### config.mk
export PLATFORM = sky130hd
export DESIGN_NAME = dat_guard
export DESIGN_NICKNAME = d
export VERILOG_FILES = /design/src/dat_pkg.sv /design/src/dat_cnt_if.sv /design/src/dat_down_cnt.sv /design/src/dat_guard.sv
export SDC_FILE = /design/constraint.sdc
export NUM_CORES = 1
export LEC_CHECK = 0
export BUFFER_PORTS_ARGS = -buffer_cell sky130_fd_sc_hd__buf_2
export CAP_MARGIN = 10
export CORE_MARGIN = 1.5
export CORE_UTILIZATION = 66
export CTS_CLUSTER_SIZE = 12
export DETAILED_ROUTE_END_ITERATION = 7
export PLACE_DENSITY = 0.94
export SLEW_MARGIN = 25
export SYNTH_ARGS = -nofsm -noshare
export SYNTH_HDL_FRONTEND = slang
export SYNTH_SLANG_ARGS = --single-unit
export TNS_END_PERCENT = 5
### constraint.sdc
create_clock -name clk -period 5.3 [get_ports clk]
set_input_delay 0.53 -clock clk [delete_from_list [all_inputs] [get_ports clk]]
set_output_delay 0.53 -clock clk [all_outputs]
set_load 0.02 [all_outputs]
### src/dat_pkg.sv
// package: timing constants and command codes for the dram timing guard
package dat_pkg;
  localparam int unsigned CLK_PS         = 4000;
  localparam int unsigned MRD_PDA_NCK    = 16;
  localparam int unsigned MRD_PDA_NS     = 10;
  localparam int unsigned WLMRD_NCK      = 40;
  localparam int unsigned WLDQSEN_NCK    = 25;
  localparam int unsigned RFC1_NS        = 350;
  localparam int unsigned RFC2_NS        = 260;
  localparam int unsigned RFC4_NS        = 160;
  localparam int unsigned PAR_RSP_2933   = 78;
  localparam int unsigned PAR_RSP_3200   = 85;
  localparam int unsigned PL_NCK         = 6;
  localparam int unsigned MOD_NCK        = 24;
  localparam int unsigned DLLK_NCK       = 768;
  localparam int unsigned WR_NS          = 15;
  localparam int unsigned WR_CRC_DM_NS   = 19;
  localparam int unsigned WTR_NS         = 8;
  localparam int unsigned WTR_CRC_DM_NS  = 12;
  localparam int unsigned CNT_W          = 12;

  // rounds a nanosecond figure up to whole clock cycles, at least one
  function automatic int unsigned ns2ck(input int unsigned ns);
    int unsigned c;
    c = (ns * 1000 + CLK_PS - 1) / CLK_PS;
    return (c == 0) ? 1 : c;
  endfunction

  localparam int unsigned MRD_PDA_CK =
    (ns2ck(MRD_PDA_NS) > MRD_PDA_NCK) ? ns2ck(MRD_PDA_NS) : MRD_PDA_NCK;

  typedef enum logic [3:0] {
    DAT_CMD_DES, DAT_CMD_MRS, DAT_CMD_REF, DAT_CMD_ACT, DAT_CMD_RD,
    DAT_CMD_RDA, DAT_CMD_WR, DAT_CMD_WRA, DAT_CMD_PRE, DAT_CMD_ODT,
    DAT_CMD_WLV, DAT_CMD_SRX, DAT_CMD_PDE
  } dat_cmd_t;

  typedef enum logic [1:0] {
    DAT_RFC_1X, DAT_RFC_2X, DAT_RFC_4X
  } dat_rfc_t;
endpackage

### src/dat_cnt_if.sv
// interface: load and status lines of one timing down-counter
`timescale 1ns/1ps
interface dat_cnt_if;
  logic                   load;
  logic [dat_pkg::CNT_W-1:0] value;
  logic                   busy;
  modport ctl (output load, output value, input busy);
  modport cnt (input load, input value, output busy);
endinterface

### src/dat_down_cnt.sv
// module: one down-counter guarding a single timing constraint
`timescale 1ns/1ps
module dat_down_cnt
  import dat_pkg::*;
(
  input wire logic clk,
  input wire logic nrst,
  dat_cnt_if.cnt   port_i
);
  logic [CNT_W-1:0] cnt_q;

  // load restarts the wait; the count then runs down to zero
  always_ff @(posedge clk or negedge nrst) begin
    if (!nrst) begin
      cnt_q <= '0;
    end else if (port_i.load) begin
      cnt_q <= port_i.value;
    end else if (cnt_q != '0) begin
      cnt_q <= cnt_q - 1'b1;
    end
  end

  assign port_i.busy = (cnt_q != '0);
endmodule

### src/dat_guard.sv
// module: command timing guard for a ddr4 controller
`timescale 1ns/1ps
module dat_guard
  import dat_pkg::*;
#(
  parameter int unsigned DLLK_CYC = DLLK_NCK
)
(
  input  wire logic       clk,
  input  wire logic       nrst,
  input  wire logic [3:0] req_cmd,
  input  wire logic       req_valid,
  output logic            req_ready,
  input  wire logic [1:0] rfc_mode,
  input  wire logic       pda_mode,
  input  wire logic       crc_en,
  input  wire logic       write_data_mask_en,
  input  wire logic       persist_par,
  input  wire logic       grade_3200,
  input  wire logic       alert_n_pin,
  output logic [3:0]      dram_cmd_q,
  output logic            dqs_oe_q,
  output logic            dqs_edge_ok_q,
  output logic            par_err_q,
  output logic            cmd_lost_q,
  output logic            rsp_late_q
);
  // ****************************************************
  // counters, one per constraint
  // ****************************************************
  localparam int NC = 7;
  localparam int C_MRD = 0, C_MOD = 1, C_RFC = 2, C_WLD = 3, C_WLM = 4;
  localparam int C_DLL = 5, C_WTR = 6;

  dat_cnt_if cif[NC] ();
  logic [CNT_W-1:0] ld_val [NC];
  logic [NC-1:0]    ld;
  logic [NC-1:0]    busy;

  genvar g;
  generate
    for (g = 0; g < NC; g++) begin : g_cnt
      assign cif[g].load  = ld[g];
      assign cif[g].value = ld_val[g];
      assign busy[g]      = cif[g].busy;
      dat_down_cnt u_cnt (
        .clk    (clk),
        .nrst   (nrst),
        .port_i (cif[g])
      );
    end
  endgenerate

  dat_cmd_t cmd;
  logic     take;
  logic     blocked;
  assign cmd  = dat_cmd_t'(req_cmd);
  assign take = req_valid && req_ready;

  function automatic logic [CNT_W-1:0] ck(input int unsigned n);
    return CNT_W'(n);
  endfunction

  // ****************************************************
  // refresh and write turnaround values
  // ****************************************************
  logic [CNT_W-1:0] rfc_ck;
  logic [CNT_W-1:0] wtr_ck;
  always_comb begin
    unique case (dat_rfc_t'(rfc_mode))
      DAT_RFC_2X: rfc_ck = ck(ns2ck(RFC2_NS));
      DAT_RFC_4X: rfc_ck = ck(ns2ck(RFC4_NS));
      default:    rfc_ck = ck(ns2ck(RFC1_NS));
    endcase
  end
  // the write turnaround also spans recovery, rounded up from ns
  always_comb begin
    if (crc_en && write_data_mask_en)
      wtr_ck = ck(ns2ck(WR_CRC_DM_NS) + ns2ck(WTR_CRC_DM_NS));
    else
      wtr_ck = ck(ns2ck(WR_NS) + ns2ck(WTR_NS));
  end

  // ****************************************************
  // issue check
  // ****************************************************
  logic rsp_busy;
  always_comb begin
    blocked = 1'b0;
    unique case (cmd)
      DAT_CMD_MRS: blocked = pda_mode && busy[C_MRD];
      DAT_CMD_ACT,
      DAT_CMD_REF: blocked = busy[C_RFC] || (pda_mode && busy[C_MOD]);
      DAT_CMD_RD,
      DAT_CMD_RDA,
      DAT_CMD_ODT: blocked = busy[C_DLL] || busy[C_WTR] ||
                             (pda_mode && busy[C_MOD]);
      DAT_CMD_DES: blocked = 1'b0;
      default:     blocked = pda_mode && busy[C_MOD];
    endcase
  end
  // persistent parity: only deselects pass while par_err_q flags a parity error
  assign req_ready = !blocked && !(par_err_q && persist_par &&
                                   cmd != DAT_CMD_DES);

  always_comb begin
    ld = '0;
    for (int i = 0; i < NC; i++) ld_val[i] = '0;
    ld_val[C_MRD] = ck(MRD_PDA_CK);
    ld_val[C_MOD] = ck(MOD_NCK);
    ld_val[C_RFC] = rfc_ck;
    ld_val[C_WLD] = ck(WLDQSEN_NCK);
    ld_val[C_WLM] = ck(WLMRD_NCK);
    ld_val[C_DLL] = ck(DLLK_CYC);
    ld_val[C_WTR] = wtr_ck;
    if (take) begin
      ld[C_MRD] = (cmd == DAT_CMD_MRS);
      ld[C_MOD] = (cmd == DAT_CMD_MRS);
      ld[C_RFC] = (cmd == DAT_CMD_REF);
      ld[C_WLD] = (cmd == DAT_CMD_WLV);
      ld[C_WLM] = (cmd == DAT_CMD_WLV);
      ld[C_DLL] = (cmd == DAT_CMD_SRX);
      ld[C_WTR] = (cmd == DAT_CMD_WR) || (cmd == DAT_CMD_WRA);
    end
  end

  // ****************************************************
  // command output and strobe gating
  // ****************************************************
  always_ff @(posedge clk or negedge nrst) begin
    if (!nrst) dram_cmd_q <= 4'h0;
    else       dram_cmd_q <= take ? req_cmd : 4'h0;
  end

  logic wl_q;
  always_ff @(posedge clk or negedge nrst) begin
    if (!nrst)                           wl_q <= 1'b0;
    else if (take && cmd == DAT_CMD_WLV) wl_q <= 1'b1;
    else if (take && cmd == DAT_CMD_MRS) wl_q <= 1'b0;
  end

  always_ff @(posedge clk or negedge nrst) begin
    if (!nrst) begin
      dqs_oe_q      <= 1'b0;
      dqs_edge_ok_q <= 1'b0;
    end else begin
      dqs_oe_q      <= wl_q && !busy[C_WLD] && !ld[C_WLD];
      dqs_edge_ok_q <= wl_q && !busy[C_WLM] && !ld[C_WLM];
    end
  end

  // ****************************************************
  // alert handling
  // ****************************************************
  logic alert_s1_q;
  logic alert_s2_q;
  always_ff @(posedge clk or negedge nrst) begin
    if (!nrst) begin
      alert_s1_q <= 1'b1;
      alert_s2_q <= 1'b1;
    end else begin
      alert_s1_q <= alert_n_pin;
      alert_s2_q <= alert_s1_q;
    end
  end

  // a long low alert is parity; a short one is a write crc error
  logic [7:0] alert_len_q;
  always_ff @(posedge clk or negedge nrst) begin
    if (!nrst)            alert_len_q <= 8'h00;
    else if (alert_s2_q)  alert_len_q <= 8'h00;
    else if (alert_len_q != 8'hFF) alert_len_q <= alert_len_q + 8'h01;
  end

  // crc pulses end within 10 cycles, so 11 low cycles mark parity
  always_ff @(posedge clk or negedge nrst) begin
    if (!nrst)                    par_err_q <= 1'b0;
    else if (alert_len_q == 8'h0B) par_err_q <= 1'b1;
    else if (alert_s2_q)          par_err_q <= 1'b0;
  end

  // commands sent within parity latency of the error may be lost; the
  // alert lands up to parity latency plus 6 ns after the bad command,
  // then crosses two sync flops and the length counter before we look
  localparam int LOST_W = PL_NCK + 7;
  logic [LOST_W-1:0] recent_q;
  always_ff @(posedge clk or negedge nrst) begin
    if (!nrst) recent_q <= '0;
    else       recent_q <= {recent_q[LOST_W-2:0],
                            take && cmd != DAT_CMD_DES};
  end
  always_ff @(posedge clk or negedge nrst) begin
    if (!nrst)                 cmd_lost_q <= 1'b0;
    else if (alert_len_q == 8'h01)
      cmd_lost_q <= |recent_q;
    else if (alert_s2_q)       cmd_lost_q <= 1'b0;
  end

  // with persistent parity on, reports if the deselect window passed with a non-deselect taken
  logic [7:0] rsp_lim;
  assign rsp_lim  = grade_3200 ? 8'(PAR_RSP_3200) : 8'(PAR_RSP_2933);
  assign rsp_busy = !alert_s2_q && (alert_len_q >= rsp_lim);
  always_ff @(posedge clk or negedge nrst) begin
    if (!nrst) rsp_late_q <= 1'b0;
    else if (alert_s2_q) rsp_late_q <= 1'b0;
    else if (persist_par && rsp_busy && take && cmd != DAT_CMD_DES)
      rsp_late_q <= 1'b1;
  end
endmodule

==> run metrics <==
Synth Cell Area=~5700 um2; sequential share of power=0.419; CTS tree=done; combinational power share=0.268; layout cells sized above 1=0.116; # setup viols final=0; switching part of the total=0.348; Mapped Cells=approximately 570; HP Class=primary input to asynchronous set/reset pin; DRC=0; clk buf depth=2; Post-synth ARST share=1.00; Hold Buf Count CTS=0; commonest cells after routing, fill and taps aside=115 x dfrtp_1, 98 x nor2_1, 34 x nand2_1; Setup crit end kind=output pin; leading cell type in the layout, fill and taps excluded=dfrtp_1; sequential area share after synthesis=0.512; number of synthesized flops with an enable pin=0; post-CTS sizing=0; die area=roughly 9200 um2; Initial DRT Pass Iterations=5; initial core utilization=0.689; GRT Util Overall=0.305; final core utilization=0.788; total CTS buffers=17; number of cell rows=33; Worst Path Max Fanout=9; WP data arrival=3.05 ns; crit path kind=flip-flop to output pin; Critical Path RT=roughly 4.8 ns; Die Wd=between 90 and 100 um; Syn Area/Cell=~10 um2; #FFs+latches synth=roughly 120; Clock power frac=0.313; initial antenna violation count=0; Mapped Nets=between 600 and 700; Root Buffer=clkbuf_8; clock-pin transition on the worst setup and hold timing paths=0.06 ns; vias in the first global route=~4600; core area=8300 um2; Reg-to-Reg End=wl_q$_DFFE_PN0P_; post-synth cell types=58; WL per Instance=approximately 17 um; final hold violations=0; reg-to-reg slack, setup=roughly 2.2 ns; Post-DP HPWL=approximately 7700 um; nets=approximately 640; Max Clock Skew=0.00538 ns; total wire length=approximately 13000 um; Hold WS=0.0769 ns; min cycle time layout=roughly 3.6 ns; diode count=0; PnR worst setup slack=1.72 ns; Most used DFF post-synth=dfrtp_1; first-pass GRT wire length=about 21000 um; period utilization=0.676; R2R depth=7; clock sink count=about 120; worst-skew pair later-pin latency=0.52 ns; Boundary Pins=25; Setup TNS=0 ns; Slew Limit Fails=0; ANT nets after route=0; VDD IR max=288 uV; grt total ovfl=0; RD Place Congestion=approximately 0.87; pre-CTS WS=around 2.2 ns; Max Clk Rate=279 MHz; CTS H-tree depth=4; Via Count=roughly 4500; largest net degree at the start of global routing=64; area growth from synthesis to layout=14.3%; Via density=roughly 6.3; status=completed; number of post-CTS setup repair buffers=0; Port Buffers=24; Slew @ Worst Pin=0.927 ns; P_sw=approximately 1.3 mW; PD cells=565 nW/um2; initial DRC count=264; r2r startpoint=g_cnt[0].u_cnt.cnt_q[0]$_DFFE_PN0P_; chip height=roughly 96 um; Static Leak=between 2 and 3 nW; RSZ-0062 raised after global routing=false; Rel. slew slack=0.374; Yosys warning total=0; internal power=2.41 mW; # Max-Cap Violations=0; startpoint types=flip-flop
-- power by group through the flow --
stage / Clock (mW) / Sequential (mW) / Combinational, mW
floorplan: 0 / 1.45 / 0.754
global placement: 0 / 1.50 / 0.863
global route: 1.21 / 1.59 / 1.11
CTS: 1.16 / 1.53 / 0.984
detailed placement: 0 / 1.53 / 0.934
finish: 1.16 / 1.55 / 0.989
-- flip-flops by register name (all words and copies together) (netlist names) --
signal,cells
par_err_q,1
wl_q,1
dram_cmd_q,4
recent_q,13
alert_s1_q,1
dqs_edge_ok_q,1
cmd_lost_q,1
g_cnt.u_cnt.cnt_q,84
rsp_late_q,1
dqs_oe_q,1
alert_s2_q,1
alert_len_q,8
-- cell type report --
type,instances,area [um2]
Clock buffer,22,473
Clock inverter,9,125
Fill cell,483,1760
Inverter,29,109
Multi-Input combinational cell,415,2630
Sequential cell,117,2930
Tap cell,105,131
Timing Repair Buffer,27,145
-- metal layers --
layer	GRT usage	vias to the layer above	share of wire	wire length, um
li1	-	2074	-	-
met1	0.369	2276	0.40	5090
met2	0.511	160	0.52	6560
met3	0.0869	39	0.049	615
met4	0.130	0	0.029	367
met5	0	-	0	0
-- cells in the mapped netlist (3+ instances only) --
library cell	count	area, um2
a211oi_1	10	75.1
a21oi_1	17	85.1
and3_1	8	50.1
buf_2	5	25.0
clkbuf_1	7	26.3
dfrtp_1	115	2880
ha_1	20	250
inv_1	29	109
mux2i_1	6	60.1
nand2_1	34	128
nand2b_1	6	37.5
nand3_1	15	75.1
nand3b_1	3	22.5
nand4_1	5	31.3
nor2_1	98	368
nor2b_1	9	56.3
nor3_1	25	125
nor4_1	16	100
o2111ai_1	3	26.3
o211ai_1	5	37.5
o21ai_0	16	80.1
o31ai_1	3	22.5
or3_1	10	62.6
or3b_2	3	26.3
or4_1	10	75.1
xnor2_1	30	263
xor2_1	27	236
-- worst max-delay path, stage by stage (launching register included) --
cell and delay [ns]:
dfrtp_1 0.41, inv_1 0.09, ha_1 0.17, or4b_4 0.51, or3_1 0.53, a32oi_1 0.30
a21oi_1 0.16, nor2_1 0.18, buf_2 0.19
-- stage by stage --
stage	instances	power, mW	cell area, um2
2_1_floorplan	574	2.21	5720
3_3_place_gp	693	2.36	5940
3_5_place_dp	693	2.46	5940
4_1_cts	724	3.68	6530
5_1_grt	724	3.90	6540
6_report	724	3.69	6540
-- how the worst max path moves through the flow --
stage | from | endpoint | slack, ns | depth (start not counted)
6_report | g_cnt[1].u_cnt.cnt_q[0]$_DFFE_PN0P_ | req_ready | 1.72 | 8
5_1_grt | g_cnt[5].u_cnt.cnt_q[0]$_DFFE_PN0P_ | req_ready | 1.61 | 8
4_1_cts | g_cnt[5].u_cnt.cnt_q[0]$_DFFE_PN0P_ | req_ready | 1.79 | 8
3_5_place_dp | g_cnt[1].u_cnt.cnt_q[0]$_DFFE_PN0P_ | g_cnt[3].u_cnt.cnt_q[7]$_DFFE_PN0P_ | 2.16 | 7
3_3_place_gp | g_cnt[1].u_cnt.cnt_q[0]$_DFFE_PN0P_ | g_cnt[3].u_cnt.cnt_q[1]$_DFFE_PN0P_ | 2.31 | 7
2_1_floorplan | g_cnt[1].u_cnt.cnt_q[0]$_DFFE_PN0P_ | req_ready | 2.60 | 8
-- logic make-up (layout without fill, tap and decap cells) --
family,Yosys count,in the layout,share of synthesized area
xor gates and xnor gates,57,57,0.0873
and+or+nand+nor,256,256,0.224
buffers and inverters,42,87,0.0300
DFF,117,117,0.512
AOI/OAI and AO/OA,75,75,0.0897
muxes,7,7,0.0131
adders and majority gates,20,20,0.0437
Note: power is estimated with default switching activity, not from simulation.
